`src/include/timer16_pkg.sv`:
```
// Package for the 16-bit pulse generator and capture timer.
package timer16_pkg;
  localparam logic [11:0] ctrl_addr = 12'h000;
  localparam logic [11:0] clksel_addr = 12'h004;
  localparam logic [11:0] period_addr = 12'h008;
  localparam logic [11:0] duty_addr = 12'h00c;
  localparam logic [11:0] count_addr = 12'h010;
  localparam logic [11:0] irq_stat_addr = 12'h014;
  localparam logic [11:0] irq_mask_addr = 12'h018;
  localparam logic [11:0] cap_a_addr = 12'h01c;
  localparam logic [11:0] cap_b_addr = 12'h020;

  localparam logic [1:0] run_stop = 2'h0;
  localparam logic [1:0] run_clear_cap = 2'h1;
  localparam logic [1:0] run_free = 2'h2;
  localparam logic [1:0] run_clear_match = 2'h3;

  localparam logic [1:0] edge_fall = 2'h0;
  localparam logic [1:0] edge_rise = 2'h1;
  localparam logic [1:0] edge_both = 2'h3;

  localparam logic [1:0] cksel_pclk = 2'h0;
  localparam logic [1:0] cksel_div4 = 2'h1;
  localparam logic [1:0] cksel_div16 = 2'h2;
  localparam logic [1:0] cksel_ext = 2'h3;
  localparam logic [3:0] div4_mask = 4'h3;
  localparam logic [3:0] div16_mask = 4'hf;

  localparam int irq_duty_bit = 0;
  localparam int irq_period_bit = 1;
  localparam int irq_cap_a_bit = 2;
  localparam int irq_cap_b_bit = 3;
  localparam int irq_width = 4;

  localparam logic [15:0] period_reset = 16'hffff;
  localparam logic [15:0] duty_reset = 16'h0000;
  localparam logic [31:0] rdata_zero = 32'h0000_0000;

  // Control register layout, high bits first.
  typedef struct packed {
    logic [19:0] unused;
    logic pin_is_output;    // shared pin drives timer_out when set
    logic duty_match_toggle_en;
    logic pulse_train_mode;
    logic [1:0] edge_b;
    logic [1:0] edge_a;
    logic out_active_level;
    logic [1:0] run_mode;   // run_mode_hi, run_mode_lo
    logic [1:0] spare;
  } ctrl_type;

  typedef struct packed {
    logic [15:0] count;
    logic [15:0] cap_a;
    logic [15:0] cap_b;
  } timer_state_type;
endpackage : timer16_pkg

```
`src/verilog/timer16_pulse_gen_capture.sv`:
```
// Sixteen-bit timer with prescaler, compare, capture and pulse output.
//
// Our own choices: the address map and register access over APB.
`timescale 1ns/100ps
module timer16_pulse_gen_capture #(
  parameter int cnt_width = 16      // counter width
) (
  input wire logic pclk,            // APB clock, 125 MHz
  input wire logic presetn,         // asynchronous reset, active low
  input wire logic psel,            // APB select
  input wire logic penable,         // APB access phase
  input wire logic pwrite,          // APB direction
  input wire logic [11:0] paddr,    // APB byte address
  input wire logic [31:0] pwdata,   // APB write data
  output logic [31:0] prdata,       // APB read data
  output logic pready,              // APB ready, always high
  output logic pslverr,             // APB error on unmapped address
  input wire logic capture_in_a,    // capture or event input pin
  input wire logic shared_port_in,  // shared pin level, capture b
  output logic shared_port_out,     // shared pin drive, timer_out
  output logic shared_port_oe_n,    // shared pin enable, low drives
  output logic duty_match_irq       // interrupt, active high level
);
  timer16_pkg::ctrl_type ctrl_ff;
  logic [1:0] clksel_ff;
  logic [cnt_width-1:0] period_compare_ff;
  logic [cnt_width-1:0] duty_compare_ff;
  logic [timer16_pkg::irq_width-1:0] duty_irq_flag_ff;
  logic [timer16_pkg::irq_width-1:0] duty_irq_mask_ff;
  timer16_pkg::timer_state_type st_ff;
  logic timer_out_ff;
  logic [31:0] prdata_ff;
  logic [1:0] sync_a_ff, sync_b_ff;
  logic a_prev_ff, b_prev_ff;
  logic [3:0] pre_ff;
  logic ext_filt_ff;
  logic ext_prev_ff;
  logic fresh_ff;

  wire logic wr_en = psel & penable & pwrite;
  wire logic rd_en = psel & ~penable & ~pwrite;
  wire logic running = ctrl_ff.run_mode != timer16_pkg::run_stop;
  logic mapped;
  logic tick;
  logic [timer16_pkg::irq_width-1:0] events;
  logic rise_a, fall_a, rise_b, fall_b, valid_a, valid_b;
  logic a_lvl, b_lvl;
  logic period_match, duty_match;
  logic [cnt_width-1:0] nxt_count;

  // Only the nine word addresses answer; anything else raises the error
  // response and reads as zero.
  always_comb begin
    case (paddr)
      timer16_pkg::ctrl_addr, timer16_pkg::clksel_addr,
      timer16_pkg::period_addr, timer16_pkg::duty_addr,
      timer16_pkg::count_addr, timer16_pkg::irq_stat_addr,
      timer16_pkg::irq_mask_addr, timer16_pkg::cap_a_addr,
      timer16_pkg::cap_b_addr: mapped = 1'b1;
      default: mapped = 1'b0;
    endcase
  end

  assign pready = 1'b1;
  assign pslverr = psel & penable & ~mapped;
  assign prdata = prdata_ff;

  // Pin synchronisers; only the second stage is read.
  always_ff @(posedge pclk or negedge presetn) begin
    if (!presetn) begin
      sync_a_ff <= 2'h0;
      sync_b_ff <= 2'h0;
    end else begin
      sync_a_ff <= {sync_a_ff[0], capture_in_a};
      sync_b_ff <= {sync_b_ff[0], shared_port_in};
    end
  end
  assign a_lvl = sync_a_ff[1];
  assign b_lvl = sync_b_ff[1] & ~ctrl_ff.pin_is_output;

  // Edge history; zero after reset so a high pin shows a rising edge,
  // but on a restart it is loaded with the present level.
  always_ff @(posedge pclk or negedge presetn) begin
    if (!presetn) begin
      a_prev_ff <= 1'b0;
      b_prev_ff <= 1'b0;
      fresh_ff <= 1'b1;
    end else begin
      if (running) begin
        fresh_ff <= 1'b0;
      end
      if (!running && !fresh_ff) begin
        a_prev_ff <= a_lvl;
        b_prev_ff <= b_lvl;
      end else if (running) begin
        a_prev_ff <= a_lvl;
        b_prev_ff <= b_lvl;
      end
    end
  end
  assign rise_a = a_lvl & ~a_prev_ff & running;
  assign fall_a = ~a_lvl & a_prev_ff & running;
  assign rise_b = b_lvl & ~b_prev_ff & running;
  assign fall_b = ~b_lvl & b_prev_ff & running;

  // Picks the valid edge of one capture input; code 2 selects no edge.
  function automatic logic edge_sel(input logic [1:0] sel, input logic r,
                                    input logic f);
    case (sel)
      timer16_pkg::edge_fall: edge_sel = f;
      timer16_pkg::edge_rise: edge_sel = r;
      timer16_pkg::edge_both: edge_sel = r | f;
      default: edge_sel = 1'b0;
    endcase
  endfunction : edge_sel

  assign valid_a = edge_sel(ctrl_ff.edge_a, rise_a, fall_a);
  assign valid_b = edge_sel(ctrl_ff.edge_b, rise_b, fall_b);

  // External count clock is filtered: it must hold two samples.
  always_ff @(posedge pclk or negedge presetn) begin
    if (!presetn) begin
      ext_filt_ff <= 1'b0;
      ext_prev_ff <= 1'b0;
    end else begin
      if (a_lvl == a_prev_ff) begin
        ext_filt_ff <= a_lvl;
      end
      ext_prev_ff <= ext_filt_ff;
    end
  end

  // The prescaler runs only while counting, so every start begins a fresh
  // divided period and the first tick comes one full division late.
  always_ff @(posedge pclk or negedge presetn) begin
    if (!presetn) begin
      pre_ff <= 4'h0;
    end else if (!running) begin
      pre_ff <= 4'h0;
    end else begin
      pre_ff <= pre_ff + 4'h1;
    end
  end

  // One-cycle count enable; the counter never sees a second clock.
  always_comb begin
    case (clksel_ff)
      timer16_pkg::cksel_pclk: tick = running;
      timer16_pkg::cksel_div4:
        tick = running & ((pre_ff & timer16_pkg::div4_mask) ==
                          timer16_pkg::div4_mask);
      timer16_pkg::cksel_div16:
        tick = running & (pre_ff == timer16_pkg::div16_mask);
      timer16_pkg::cksel_ext: tick = running & ext_filt_ff & ~ext_prev_ff;
      default: tick = 1'b0;
    endcase
  end

  // Matches are taken only on a tick, so a slow count clock raises each
  // match for one cycle and not for a whole count period.
  assign period_match = tick && st_ff.count == period_compare_ff;
  assign duty_match = tick && st_ff.count == duty_compare_ff;

  // Counter: capture-clear, free run, or clear on period match.
  always_comb begin
    nxt_count = st_ff.count;
    if (!running) begin
      nxt_count = '0;
    end else if (ctrl_ff.run_mode == timer16_pkg::run_clear_cap &&
                 valid_a) begin
      nxt_count = '0;
    end else if (tick) begin
      if ((ctrl_ff.run_mode == timer16_pkg::run_clear_match ||
           ctrl_ff.pulse_train_mode) && period_match) begin
        nxt_count = '0;
      end else begin
        nxt_count = st_ff.count + 1'b1;
      end
    end
  end

  // Input b latches into capture a and input a into capture b; the
  // period-clear mode leaves capture b alone.
  always_ff @(posedge pclk or negedge presetn) begin
    if (!presetn) begin
      st_ff <= '0;
    end else begin
      st_ff.count <= nxt_count;
      if (valid_b) begin
        st_ff.cap_a <= st_ff.count;
      end
      if (valid_a && ctrl_ff.run_mode != timer16_pkg::run_clear_match) begin
        st_ff.cap_b <= st_ff.count;
      end
    end
  end

  // Output: active level at period start, toggle at duty match.
  // Stopping parks it at the inactive level, so the first period after
  // a start shows a stretched active phase.
  always_ff @(posedge pclk or negedge presetn) begin
    if (!presetn) begin
      timer_out_ff <= 1'b0;
    end else if (!running) begin
      timer_out_ff <= ~ctrl_ff.out_active_level;
    end else if (ctrl_ff.pulse_train_mode && period_match) begin
      timer_out_ff <= ctrl_ff.out_active_level;
    end else if (ctrl_ff.duty_match_toggle_en && duty_match) begin
      timer_out_ff <= ~timer_out_ff;
    end
  end
  assign shared_port_out = timer_out_ff;
  assign shared_port_oe_n = ~ctrl_ff.pin_is_output;

  // Event vector, one bit for each status flag.
  always_comb begin
    events = '0;
    events[timer16_pkg::irq_duty_bit] = duty_match;
    events[timer16_pkg::irq_period_bit] = period_match;
    events[timer16_pkg::irq_cap_a_bit] = valid_b;
    events[timer16_pkg::irq_cap_b_bit] = valid_a;
  end

  // Register writes; a new event wins over a write-one clear.
  // The count and both capture registers are read only; writes to them
  // are accepted and dropped.
  always_ff @(posedge pclk or negedge presetn) begin
    if (!presetn) begin
      ctrl_ff <= '0;
      clksel_ff <= timer16_pkg::cksel_pclk;
      period_compare_ff <= timer16_pkg::period_reset;
      duty_compare_ff <= timer16_pkg::duty_reset;
      // Every source starts masked.
      duty_irq_mask_ff <= '1;
      duty_irq_flag_ff <= '0;
    end else begin
      if (wr_en && paddr == timer16_pkg::ctrl_addr) begin
        ctrl_ff <= timer16_pkg::ctrl_type'(pwdata);
      end
      if (wr_en && paddr == timer16_pkg::clksel_addr) begin
        clksel_ff <= pwdata[1:0];
      end
      if (wr_en && paddr == timer16_pkg::period_addr) begin
        period_compare_ff <= pwdata[cnt_width-1:0];
      end
      if (wr_en && paddr == timer16_pkg::duty_addr) begin
        duty_compare_ff <= pwdata[cnt_width-1:0];
      end
      if (wr_en && paddr == timer16_pkg::irq_mask_addr) begin
        duty_irq_mask_ff <= pwdata[timer16_pkg::irq_width-1:0];
      end
      if (wr_en && paddr == timer16_pkg::irq_stat_addr) begin
        duty_irq_flag_ff <= (duty_irq_flag_ff &
                             ~pwdata[timer16_pkg::irq_width-1:0]) | events;
      end else begin
        duty_irq_flag_ff <= duty_irq_flag_ff | events;
      end
    end
  end

  // The interrupt is a level, up while any unmasked flag is set.
  assign duty_match_irq = |(duty_irq_flag_ff &
                            ~duty_irq_mask_ff);

  // Read data is loaded in the setup cycle, so it stands for the whole
  // access phase and no wait state is needed.
  always_ff @(posedge pclk or negedge presetn) begin
    if (!presetn) begin
      prdata_ff <= timer16_pkg::rdata_zero;
    end else if (rd_en) begin
      case (paddr)
        timer16_pkg::ctrl_addr: prdata_ff <= 32'(ctrl_ff);
        timer16_pkg::clksel_addr: prdata_ff <= 32'(clksel_ff);
        timer16_pkg::period_addr: prdata_ff <= 32'(period_compare_ff);
        timer16_pkg::duty_addr: prdata_ff <= 32'(duty_compare_ff);
        timer16_pkg::count_addr: prdata_ff <= 32'(st_ff.count);
        timer16_pkg::irq_stat_addr: prdata_ff <= 32'(duty_irq_flag_ff);
        timer16_pkg::irq_mask_addr: prdata_ff <= 32'(duty_irq_mask_ff);
        timer16_pkg::cap_a_addr: prdata_ff <= 32'(st_ff.cap_a);
        timer16_pkg::cap_b_addr: prdata_ff <= 32'(st_ff.cap_b);
        default: prdata_ff <= timer16_pkg::rdata_zero;
      endcase
    end
  end
endmodule : timer16_pulse_gen_capture
```
`config.mk`:
```
export PLATFORM = sky130hd
export DESIGN_NAME = timer16_pulse_gen_capture
export DESIGN_NICKNAME = d
export VERILOG_FILES = /design/src/include/timer16_pkg.sv /design/src/verilog/timer16_pulse_gen_capture.sv
export SDC_FILE = /design/constraint.sdc
export NUM_CORES = 1
export LEC_CHECK = 0
export ABC_AREA = 1
export BUFFER_PORTS_ARGS = -buffer_cell sky130_fd_sc_hd__buf_2
export CAP_MARGIN = 10
export CORE_MARGIN = 10
export CORE_UTILIZATION = 35
export CTS_CLUSTER_DIAMETER = 200
export DETAILED_ROUTE_END_ITERATION = 6
export GPL_ROUTABILITY_DRIVEN = 1
export PLACE_DENSITY = 0.55
export SYNTH_ARGS = -nofsm -noshare
export SYNTH_HDL_FRONTEND = slang
export SYNTH_SLANG_ARGS = --single-unit
```
`constraint.sdc`:
```
create_clock -name pclk -period 1.9 [get_ports pclk]
set_input_delay 0.095 -clock pclk [delete_from_list [all_inputs] [get_ports pclk]]
set_output_delay 0.095 -clock pclk [all_outputs]
set_load 0.02 [all_outputs]
```
==> metrics list, run 1 <==
* Depth of the worst register-to-register path: 10
- Synthesis inferred 168 register bits.
- When the netlist entered floorplanning its net count stood at 1086.
- The area growth from synthesis to layout is 26.2%.
- For the pin with the worst max-slew slack, the measured transition is 0.503 ns.
- Buffers from clock root to sink, at most: 2
- The signal on the critical path passes through inv_2 > ha_4 > nand2_2 > a21oi_4 > nor2_4 > nor2_4 > nand3_4 > o21ai_4 > buf_4 > nor3_1.
- Horiz. Die Dim: 174 um
- Routability Congestion: 0.859
- Of all nets on the critical path, the largest fanout is 5.
* Portion of synthesized cell area occupied by the leading cell type: 44.1%
- First-pass GRT wire length: 38.5 mm
- Layout Utilization: 44.8%
- Counting both buffers and inverters, the worst setup path holds a total of 2.
- The worst hold path was traced through 5 stages.
- Beginning of the worst register-to-register path: clksel_ff[1]
- In this run the clock root is driven by a clkbuf_16.
- Worst clock skew: 0.0252 ns
* CP required: 2.21 ns
* CTS tree: yes
- Final std cell area, no fill: 10500 um2
* Leading post-synthesis cells by cell area: dfrtp_1 (44%), nand2_1 (15%), o21ai_0 (7.1%)
- For this design the top-level I/O count stands at 88.
* Fraction of final layout cells with drive strength greater than 1: 22.5%
- Peak clock frequency supported by timing: 0.551 GHz
- Post-route DRC: 0
* Detailed placer's ending HPWL: 16.9 mm
- Post-detailed-placement cell area: 9470 um2
- IR analysis of the VDD net gives a maximum drop of 0.623 mV.
- Number of global-route vias before repair: 7039
- Filler cell count in the final layout: 2329
- Count of antenna-violating nets left after detailed routing: 0
- Total number of yosys warnings: 0
* Clock period minus worst slack: 1.81 ns
- Number of buffers inserted by port buffering: 86
* Fraction of the cycle the final worst path needs: 95.5%
* Largest net degree at the start of global routing: 54
- Dividing the detail-routed wire length by the instance count gives 15.5 um.
* Register-to-Register Setup Slack: 0.09 ns
* Vias after detailed routing: 7080
- Summed over all instances, the cell type with the most area after synthesis is dfrtp_1.
* Overall die height: 174 um
* Worst reg2reg path endpoint: st_ff[38]
- Peak per-stage delay on the critical path: 0.40 ns
- In this run, CTS created clock tree buffers numbering 17.
* Slowest stage cell on the critical path: dfrtp_1
- Core Area: 23500 um2
* Sequential fraction of the synthesis area: 50.8%
- After clock tree synthesis, the clock-pin slew on the worst setup and hold paths is 0.07 ns.
- Distinct cell type count of the synthesized netlist: 39
* # Max-Cap Violations: 0
- DIE AREA: 30400 um2
- TritonCTS Sinks: 168
* Row count: 56
- For hold timing, the worst endpoint is prdata[2].
- Final count of pins violating max slew: 0
* Proportion of power drawn by flip-flops and latches: 47.7%
- The first detailed-routing pass took 5 iterations.
- STA classifies the critical path endpoint as a register.
- Global routing used 15.7% of the available tracks across all layers.
- Slew headroom: 66.5%
- Net switching is 24.2% of the power.
* Avg Synthesized Cell Area: 8.11 um2
- Combinational power share: 4.0%
- Synthesized instance count: 1028
- Initial detailed-routing violation count: 501
- Power spread over the standard cell area amounts to 717 nW/um2.
* Ratio of routed vias to standard cells: 4.66
- Family with the most delay on the worst path: simple AND/OR/NAND/NOR gates
- The repair_antennas step left the layout with diodes totalling 0.
- Design Power: 7.54 mW
- Number of levels the H-tree was split into: 4
- The worst hold path belongs to the class input pin to register.
- Overflow left after global routing: 0
- In this run the power spent charging and discharging nets is 1.83 mW.
- The startpoint identified for the worst hold timing path is penable.
- Worst setup path category: register to register
* Outcome: complete, no violations
* Mapped cell area: 8340 um2
- The count of endpoints failing hold in the final timing report is 0.
- The initial antenna violation count was 0.
- Leakage power: 5.08 nW
- Skew-Pair Late Insertion Delay: 0.44 ns
- The final layout contains 1244 nets.
* CP dominant cell by count: nor2_4
* Clock group share of total power: 48.3%
- Final setup violation count: 0
- Setup total negative slack on the finished layout was measured at 0 ns.
* Worst Path Arrival: 2.12 ns
- Startpoint types: register
* Power Internal: 5.72 mW
* Final wirelength: 23.6 mm
- The initial utilization of the core area, before any placement, comes to 35.5%.
-- timing repair --
action / in CTS / in global routing
gates resized for setup: 3 / 18
hold buffers: 32 / 0
buffers inserted: 2 / 4
pin swaps: 3 / 10
endpoints found under the hold margin: 100 / 0
endpoints found under the setup margin: 16 / 17
cloned: 0 / 0
-- synthesized netlist by cell type --
cell type,n
inv_4,1
nand4_2,1
mux2_4,8
nor2_1,77
o21ai_1,8
nand2_2,5
a21oi_1,12
nand4_1,15
nor2_4,6
nand3_2,4
o21ai_4,1
buf_4,3
o21ai_0,119
xor2_1,19
clkbuf_1,18
a21oi_2,2
o22ai_1,17
inv_1,118
nand2_1,322
o2111ai_1,1
buf_2,12
ha_1,7
nor3_2,5
nand3b_1,6
nand3_1,31
conb_1,1
nor4_1,1
mux2_2,3
buf_6,2
inv_2,16
nand4_4,1
nor3_4,2
nand3_4,1
o21ai_2,1
nor3_1,5
dfrtp_1,147
dfstp_2,21
nor2_2,4
o31ai_1,5
-- through the flow --
stage	hold WS, ns	instances	setup WS [ns]
detailed placement	0.0723	1449	-0.0875
global route	0.0155	1518	-0.0201
CTS	0.00208	1515	0.0253
floorplan	-0.201	1028	0.122
global placement	0.0764	1449	0.00849
finish	0.0221	1518	0.0856
-- kinds of logic after synthesis --
group / synth area share [%]
buffers and inverters: 8.18
flip-flops: 50.8
AO/OA/AOI/OAI: 10.7
AND/OR/NAND/NOR: 25.4
other: 0.0450
multiplexers: 1.85
XOR/XNOR: 2.00
adder cells (fa/ha/maj): 1.05
-- power groups by stage --
stage / Combinational [mW] / Sequential, mW / Clock [mW]
floorplan: 0.0764 / 3.67 / 0
global placement: 0.252 / 3.67 / 0
detailed placement: 0.254 / 3.67 / 0
CTS: 0.305 / 3.60 / 3.70
global route: 0.336 / 3.60 / 3.85
finish: 0.300 / 3.60 / 3.64
-- final cells by class --
cell class | count | area [um2] | area share, %
clock inverter | 14 | 184 | 1.75
timing repair buffer | 174 | 1260 | 12.0
tap | 319 | 399 | 3.79
multi-input combinational | 690 | 3510 | 33.4
inverter | 135 | 509 | 4.84
clock buffer | 18 | 429 | 4.08
sequential | 168 | 4230 | 40.2
-- state kept, by name, summed over array words and instances, names as in the netlist, 4 cells and up --
name and cells:
prdata 32, duty_compare_ff 16, duty_irq_mask_ff 4, st_ff 48, period_compare_ff 16, ctrl_ff 32
duty_irq_flag_ff 4, pre_ff 4
-- how the worst max path moves through the flow --
stage               cells past startpoint    startpoint        end  slack, ns
CTS                                    10  clksel_ff[0]  st_ff[38]       0.03
finish                                 10  clksel_ff[1]  st_ff[38]       0.09
global route                            9     st_ff[32]  st_ff[44]      -0.02
detailed placement                     11  clksel_ff[0]  st_ff[47]      -0.09
global placement                       11  clksel_ff[1]  st_ff[47]      0.008
floorplan                              11  clksel_ff[1]  st_ff[47]       0.12
-- layout by cell type (no fill, tap or decap), types with 6 or more instances in the layout --
cell type,synthesis,final
a21oi_1,12,11
buf_12,0,6
buf_2,12,85
buf_4,3,48
clkbuf_16,0,17
dfrtp_1,147,146
dfstp_2,21,21
dlygate4sd3_1,0,32
inv_1,118,115
inv_2,16,19
inv_8,0,6
mux2_4,8,8
nand2_1,322,320
nand2_2,5,7
nand3_1,31,30
nand3b_1,6,6
nand4_1,15,15
nor2_1,77,74
nor2_4,6,8
o21ai_0,119,119
o21ai_1,8,8
o22ai_1,17,17
xor2_1,19,19
-- routing by layer --
metal | wire length, um | GRT usage [%] | part of all wire [%]
met5 | 0 | 0 | 0
met4 | 249 | 4.70 | 1.1
met3 | 903 | 2.45 | 3.8
met2 | 10800 | 24.7 | 46
met1 | 11600 | 21.9 | 49
-- worst register-to-register path: cells and delay by family (launching register included) --
| family | cells | cell delay, ns |
|---|---|---|
| AOI/OAI and AO/OA | 2 | 0.35 |
| adders and majority gates | 1 | 0.26 |
| buffers and inverters | 2 | 0.25 |
| DFF | 1 | 0.40 |
| and+or+nand+nor | 5 | 0.42 |
Power figures use the tool's default switching activity.
==> inputs of run 2 (changes only) <==
CTS_BUF_LIST = sky130_fd_sc_hd__clkbuf_4   (was not set)
==> run 2 against run 1 <==
Sequential share of layout area is 0.54 points higher; highest routed layer unchanged; critical endpoint unchanged; hold slack better by 0.065 ns; utilization is 0.59 points lower.
==> metrics list, run 2 (synthesis gave the netlist of run 1 again) <==
* Buffers from clock root to sink, at most: 2
- The number of cells on the worst reg-to-reg path is 10.
- Overall die height: 174 um
* Leakage power: 5.03 nW
- The tool flagged a number of max-cap violations equal to 0.
* Startpoint types: register
- Combinational cells account for 5.1% of the total power.
- Final hold analysis gives a worst-case slack of 0.0868 ns.
- Antenna violations before repair: 1
* Overflow left after global routing: 0
- Once the floorplan was initialized, standard cells occupied 35.5% of the core.
* Slew headroom: 54.9%
- CTS root buf: clkbuf_4
* TritonCTS Sinks: 168
- Multi-input combinational cell area: 3540 um2
- Slowest stage cell on the critical path: dfstp_2
- Path type of the worst min-delay path: input pin to asynchronous set/reset pin
- IR analysis of the VDD net gives a maximum drop of 0.317 mV.
- Final Worst Setup Slack: 0.0728 ns
- For this block, the via count after detailed routing is 7155.
- In this run the power density over the cells is 601 nW/um2.
- Routability Congestion: 0.859
* Count of antenna-violating nets left after detailed routing: 0
* Filler cell count in the final layout: 2347
- Detailed-router iteration count before antenna repair: 5
- The top cell types in the final layout, fill and taps aside, are nand2_1 (318), dfrtp_1 (145), o21ai_0 (119).
- Ratio of routed vias to standard cells: 4.68
- Setup violations remaining at the end of the flow were counted as 0.
- After detailed routing, the number of remaining DRC violations is 0.
- Number of I/O pins: 88
- Nets: 1254
- Worst setup path category: register to register
* Worst-Margin Slew: 0.674 ns
- TritonCTS built the clock tree.
* Family with the most delay on the worst path: simple AND/OR/NAND/NOR gates
- Final std cell area, no fill: 10400 um2
* Fraction of the cycle the final worst path needs: 96.2%
* Flip-flop count of the largest register after layout: 48
- Switching power total: 1.65 mW
- Buffers inserted during clock tree synthesis total 17.
* Number of buffers inserted by port buffering: 86
* DIE AREA: 30400 um2
* CP dominant cell by count: nand2_1
* Number of global-route vias before repair: 7115
* Post-detailed-placement cell area: 9470 um2
- Final Hold Violating Endpoints: 0
- The region available for standard cell placement spans 23500 um2.
* Clock transition at the registers of the reported paths: 0.16 ns
- After the first detailed-routing iteration, the DRC count stood at 560.
* Peak per-stage delay on the critical path: 0.58 ns
* First-pass GRT wire length: 39.0 mm
- Worst clock skew: 0.0246 ns
- In this run the critical register-to-register path is captured at st_ff[38].
- Based on the critical path, the design can be clocked at up to 0.547 GHz.
- Register-to-Register Setup Slack: 0.07 ns
- Power Internal: 4.59 mW
- The sequential cells in the finished layout cover a total of 4230 um2.
* Final count of pins violating max slew: 0
- Horiz. Die Dim: 174 um
- STA classifies the critical path endpoint as a register.
- Counting I/O delays and the setup requirement, the final critical path takes 1.83 ns.
- The library cell used most frequently in the layout, excluding fill and tap cells, is nand2_1.
* Syn-to-layout area delta: 24.6%
- CP required: 2.37 ns
* Switching fraction of total power: 26.5%
- Cells with a size suffix above 1 make up 23.1% of the layout.
- The flow ran to the end, and the final reports show no timing, DRC or antenna violations.
* Largest register by flop count: st_ff
* Worst Path Buf+Inv: 2
* Detailed placer's ending HPWL: 16.9 mm
- Ordered list of cells on the worst path: inv_1 > nand2_1 > nand2_1 > nor2_1 > nand2_1 > nor2_4 > nand3_4 > o21ai_4 > buf_6 > nor3_2
- In the final routed layout, each cell accounts on average for 15.6 um.
- Final wirelength: 23.9 mm
* Row count: 56
- Worst Path Arrival: 2.30 ns
- Beginning of the worst register-to-register path: period_compare_ff[9]
- Clock group share of total power: 37.1%
* Setup slack at placement: -0.0875 ns
* Peak fanout along the critical path: 5
* Number of levels the H-tree was split into: 4
* Largest net degree at the start of global routing: 54
* Proportion of power drawn by flip-flops and latches: 57.7%
* Total track usage: 16.0%
- RSZ-0062 raised after global routing: true
- The later pin in the worst-skew pair is clocked with a latency of 0.59 ns.
[run 2: layer usage]
metal  vias to the layer above  track usage [%]  wire length (um)
met3                        21             2.54              1070
met5                         -                0                 0
li1                       3598                -                 -
met1                      3371             22.3             11700
met2                       165             24.8             10800
met4                         0             4.81               345
[run 2: power by group through the flow]
stage / registers, mW / clock network, mW / logic, mW
2_1_floorplan: 3.67 / 0 / 0.0764
3_3_place_gp: 3.67 / 0 / 0.252
3_5_place_dp: 3.67 / 0 / 0.254
4_1_cts: 3.60 / 2.39 / 0.326
5_1_grt: 3.61 / 2.52 / 0.358
6_report: 3.60 / 2.32 / 0.321
[run 2: how the worst max path moves through the flow]
stage	startpoint	endpoint	slack [ns]	depth (start not counted)
3_3_place_gp	clksel_ff[1]	st_ff[47]	0.008	11
3_5_place_dp	clksel_ff[0]	st_ff[47]	-0.09	11
2_1_floorplan	clksel_ff[1]	st_ff[47]	0.12	11
4_1_cts	clksel_ff[0]	st_ff[38]	0.01	10
6_report	period_compare_ff[9]	st_ff[38]	0.07	10
5_1_grt	clksel_ff[1]	st_ff[36]	-0.02	12
[run 2: worst register-to-register path, delay by kind of cell (launching register included)]
family	cells	cell delay, ns
AOI/OAI and AO/OA	1	0.24
buffers and inverters	2	0.21
DFF	1	0.58
and+or+nand+nor	7	0.68
[run 2: what timing repair did]
item / 4_1_cts / 5_1_grt
buffers inserted: 4 / 3
pin swaps: 2 / 9
hold endpoints to repair: 227 / 0
hold buffers: 40 / 0
endpoints found under the setup margin: 17 / 17
resized for setup: 2 / 31
[run 2: per-stage QoR]
stage | cells | util [%] | power (mW) | setup TNS (ns)
after global placement | 1449 | 40.3 | 3.92 | 0
after global routing | 1529 | 44.2 | 6.48 | -0.0604
after floorplan | 1028 | - | 3.74 | 0
final | 1529 | 44.2 | 6.24 | 0
after CTS | 1525 | 43.6 | 6.32 | 0
after detailed placement | 1449 | 40.3 | 3.92 | -0.277
[run 2: cell type report]
cell class | instances | share of cell area, %
antenna | 1 | 0.0241
clock buffer | 18 | 1.30
clock inverter | 14 | 1.77
inverter | 135 | 4.90
multi-input combinational | 690 | 34.1
sequential | 168 | 40.8
tap | 319 | 3.84
timing repair buffer | 184 | 13.3
==> inputs of run 3 (changes only) <==
ABC_AREA = not set   (was 1)
==> run 3 against run 2 <==
The run now ends with negative setup slack left; sequential share of layout area is 0.58 points lower; first-iteration DRC count fell by 8.4%; critical path type unchanged; combinational power increased to 4.3 times the previous value; global-route usage up 0.45 points; critical path depth is the same; final cell count decreased by 22%; non-clock buffer count rose by 48; hold slack got worse by 0.035 ns.
==> metrics list, run 3 <==
* Overall die height: 172 um
- Counting every instance in the synthesized netlist gives 695.
- Routability-driven placement finished with a final weighted congestion of 0.833.
- st_ff holds more flip-flops than any other register.
- Slowest stage cell on the critical path: dfrtp_1
- For this run, the register share of the synthesized area comes to 52.2%.
* # Max-Cap Violations: 0
* Clock transition at the registers of the reported paths: 0.16 ns
* Top library cells by usage in the layout, fill and taps aside: dfrtp_1 (144), mux2_2 (92), buf_2 (85), buf_4 (85), nand2_1 (74)
- Distinct cell type count of the synthesized netlist: 65
* Power Internal: 5.12 mW
- The detail route stage leaves a number of antenna-violating nets equal to 0.
- The detailed router finished its first iteration with 513 violations.
- Along the worst path, the maximum fanout reaches 7.
* Cell with the most instances after synthesis: dfrtp_1
- The worst-case IR drop observed on VDD is 0.398 mV.
- Prior to clock tree synthesis, the placed netlist has a worst setup slack of -0.258 ns.
* Filler cell count in the final layout: 2134
- The region available for standard cell placement spans 22700 um2.
* Number of buffers inserted by port buffering: 86
* Detailed-router iteration count before antenna repair: 5
- CTS tree: yes
* Ratio of routed vias to standard cells: 5.20
* TritonCTS buffer count: 17
* Nets: 957
- In this run the cell area measured after placement is 9520 um2.
- Crit path capture type: register
* Overflow left after global routing: 0
* Final setup violation count: 17
- Skew-Pair Late Insertion Delay: 0.59 ns
- Effective utilization at floorplan: 35.7%
- Post-route DRC: 0
- CTS root buf: clkbuf_4
* FFs w/ async S/R, synth: 100%
- Antenna violations before repair: 1
- Cells with a size suffix above 1 make up 43.3% of the layout.
- Ranked by total cell area, the synthesized netlist is headed by dfrtp_1 (45%), mux2_2 (13%), dfstp_2 (6.8%).
- The critical path is of the register to register type.
- Global routing used 16.4% of the available tracks.
* Detailed placer's ending HPWL: 17.2 mm
- STA classifies the critical path startpoint as a register.
- Final Worst Setup Slack: -0.214 ns
- At the worst endpoint, the required time is 2.38 ns.
- Combinational power share: 18.4%
- Wire per inst: 19.9 um
- The design draws 7.43 mW.
- Final count of pins violating max slew: 0
- Pin placement for this block handled 88 I/O pins.
- RSZ-0062 raised after global routing: true
- The clock passes through at most 2 buffers.
- Leaving out fill and tap cells, the most frequent cell in the layout is dfrtp_1.
* Final std cell area, no fill: 10500 um2
* Final wirelength: 23.9 mm
* Worst clock skew: 0.0257 ns
- The tightest hold path in the finished design has a slack of 0.0515 ns.
- Failing checks: negative setup slack
- Main flop type after synthesis: dfrtp_1
- Largest net degree at the start of global routing: 51
- Final Hold Violating Endpoints: 0
* Ordered list of cells on the worst path: buf_6 > ha_4 > and3b_1 > a311o_1 > buf_4 > a21oi_4 > buf_6 > nand4b_1 > xor2_1 > nor2_1
- Vias after detailed routing: 6244
* Number of levels the H-tree was split into: 4
- In this run the power spent charging and discharging nets is 2.31 mW.
- The flow ran to the end, but the final reports show violations.
* DIE AREA: 29600 um2
- Avg Synthesized Cell Area: 11.7 um2
- Portion of synthesized cell area occupied by the leading cell type: 45.4%
- In this run, flip-flops and latches consume 51.4% of the power.
* Row count: 55
- CTS saw 168 sinks.
* Total number of yosys warnings: 0
* Switching fraction of total power: 31.1%
- Leakage power: 5.25 nW
- Counting flops with a built-in enable in the synthesized netlist gives 0.
- Most frequent cells after synthesis: dfrtp_1 (147), mux2_2 (92), nand2_1 (76)
- Power density over the cells: 705 nW/um2
- Clock group share of total power: 30.2%
* Mapped cell area: 8100 um2
- Syn-to-layout area delta: 30.1%
- First-pass GRT wire length: 37.4 mm
* Flip-flop count of the largest register after layout: 48
* Net count of the mapped netlist: 753
- Peak per-stage delay on the critical path: 0.44 ns
- Path type of the worst min-delay path: input pin to register
- The via count of the first global-routing pass came to 6455.
- Clock period minus worst slack: 2.11 ns
* CP dominant cell by count: buf_6
- Horiz. Die Dim: 172 um
* Peak clock frequency supported by timing: 0.473 GHz
- In the finished design, the share of the clock period the worst path needs comes to 111%.
- The biggest area contributor in the post-synthesis netlist is dfrtp_1.
- In this run, synthesis produced a sequential element count of 168.
- STA puts the critical path data arrival time at 2.59 ns.
[run 3: cell types whose count changed after synthesis, moves of 18 or more]
cell | before | now
nor2_1 | 77 | 30
o21ai_0 | 119 | 29
mux2_2 | 3 | 92
inv_1 | 118 | 15
xor2_1 | 19 | 37
nand2_1 | 322 | 76
nor4_1 | 1 | 20
[run 3: kinds of logic after synthesis]
logic type               count (synthesis)  share of synthesized area, %
XOR/XNOR                                44                          4.76
buffers and inverters                   62                          3.75
adder cells (fa/ha/maj)                  7                          1.08
multiplexers                           117                          16.6
flip-flops                             168                          52.2
AO/OA/AOI/OAI                           98                          8.89
other                                    1                        0.0463
AND/OR/NAND/NOR                        198                          12.7
[run 3: critical path, delay by kind of cell (launching register included)]
family	cells	cell delay (ns)
AO/OA/AOI/OAI	2	0.50
buffers and inverters	3	0.44
flip-flops	1	0.44
AND/OR/NAND/NOR	3	0.34
XOR/XNOR	1	0.15
adder cells (fa/ha/maj)	1	0.14
[run 3: metrics by stage]
step	utilization, %	std cells	setup TNS [ns]
2_1_floorplan	-	695	-0.305
3_3_place_gp	41.9	1117	-2.90
3_5_place_dp	41.9	1117	-6.90
4_1_cts	45.7	1194	-3.04
5_1_grt	46.4	1200	-4.93
6_report	46.4	1200	-2.60
[run 3: final timing paths]
path | start | to | slack [ns] | cells after the start
max | clksel_ff[0] | st_ff[42] | -0.21 | 10
min | paddr[10] | prdata[2] | 0.05 | 5
max reg2reg | clksel_ff[0] | st_ff[42] | -0.21 | 10
min reg2reg | sync_a_ff[0] | sync_a_ff[1] | 0.37 | 0
max in group asynchronous | presetn | st_ff[13] | 0.37 | 4
min in group asynchronous | presetn | st_ff[18] | 0.53 | 3
[run 3: layout make-up]
class                      count  area [um2]  area share [%]
tap                          285         357            3.38
multi-input combinational    465        3780            35.9
inverter                      15        56.3           0.534
clock buffer                  17         128            1.21
clock inverter                15         175            1.66
sequential                   168        4230            40.2
antenna                        3        7.51          0.0712
timing repair buffer         232        1800            17.1
[run 3: timing repair]
| item | CTS | global route |
|---|---|---|
| hold buffers | 38 | 0 |
| endpoints found under the hold margin | 230 | 0 |
| pin swaps | 16 | 18 |
| setup endpoints to repair | 33 | 35 |
| setup buffers | 6 | 6 |
| resized for setup | 29 | 32 |
| gates cloned | 1 | 0 |
[run 3: layer usage]
layer  part of all wire [%]  up-vias  track usage (%)
met5                      0        -                0
met4                    1.6        0             3.64
li1                       -     2917                -
met3                    6.3       24             4.13
met1                     47     3130             22.6
met2                     45      173             25.4
[run 3: power groups by stage]
stage	Clock [mW]	Combinational [mW]	Sequential (mW)
after floorplan	0	0.595	3.83
after global placement	0	1.13	3.88
after detailed placement	0	1.13	3.88
after CTS	2.32	1.27	3.81
after global routing	2.46	1.48	3.84
final	2.24	1.37	3.82
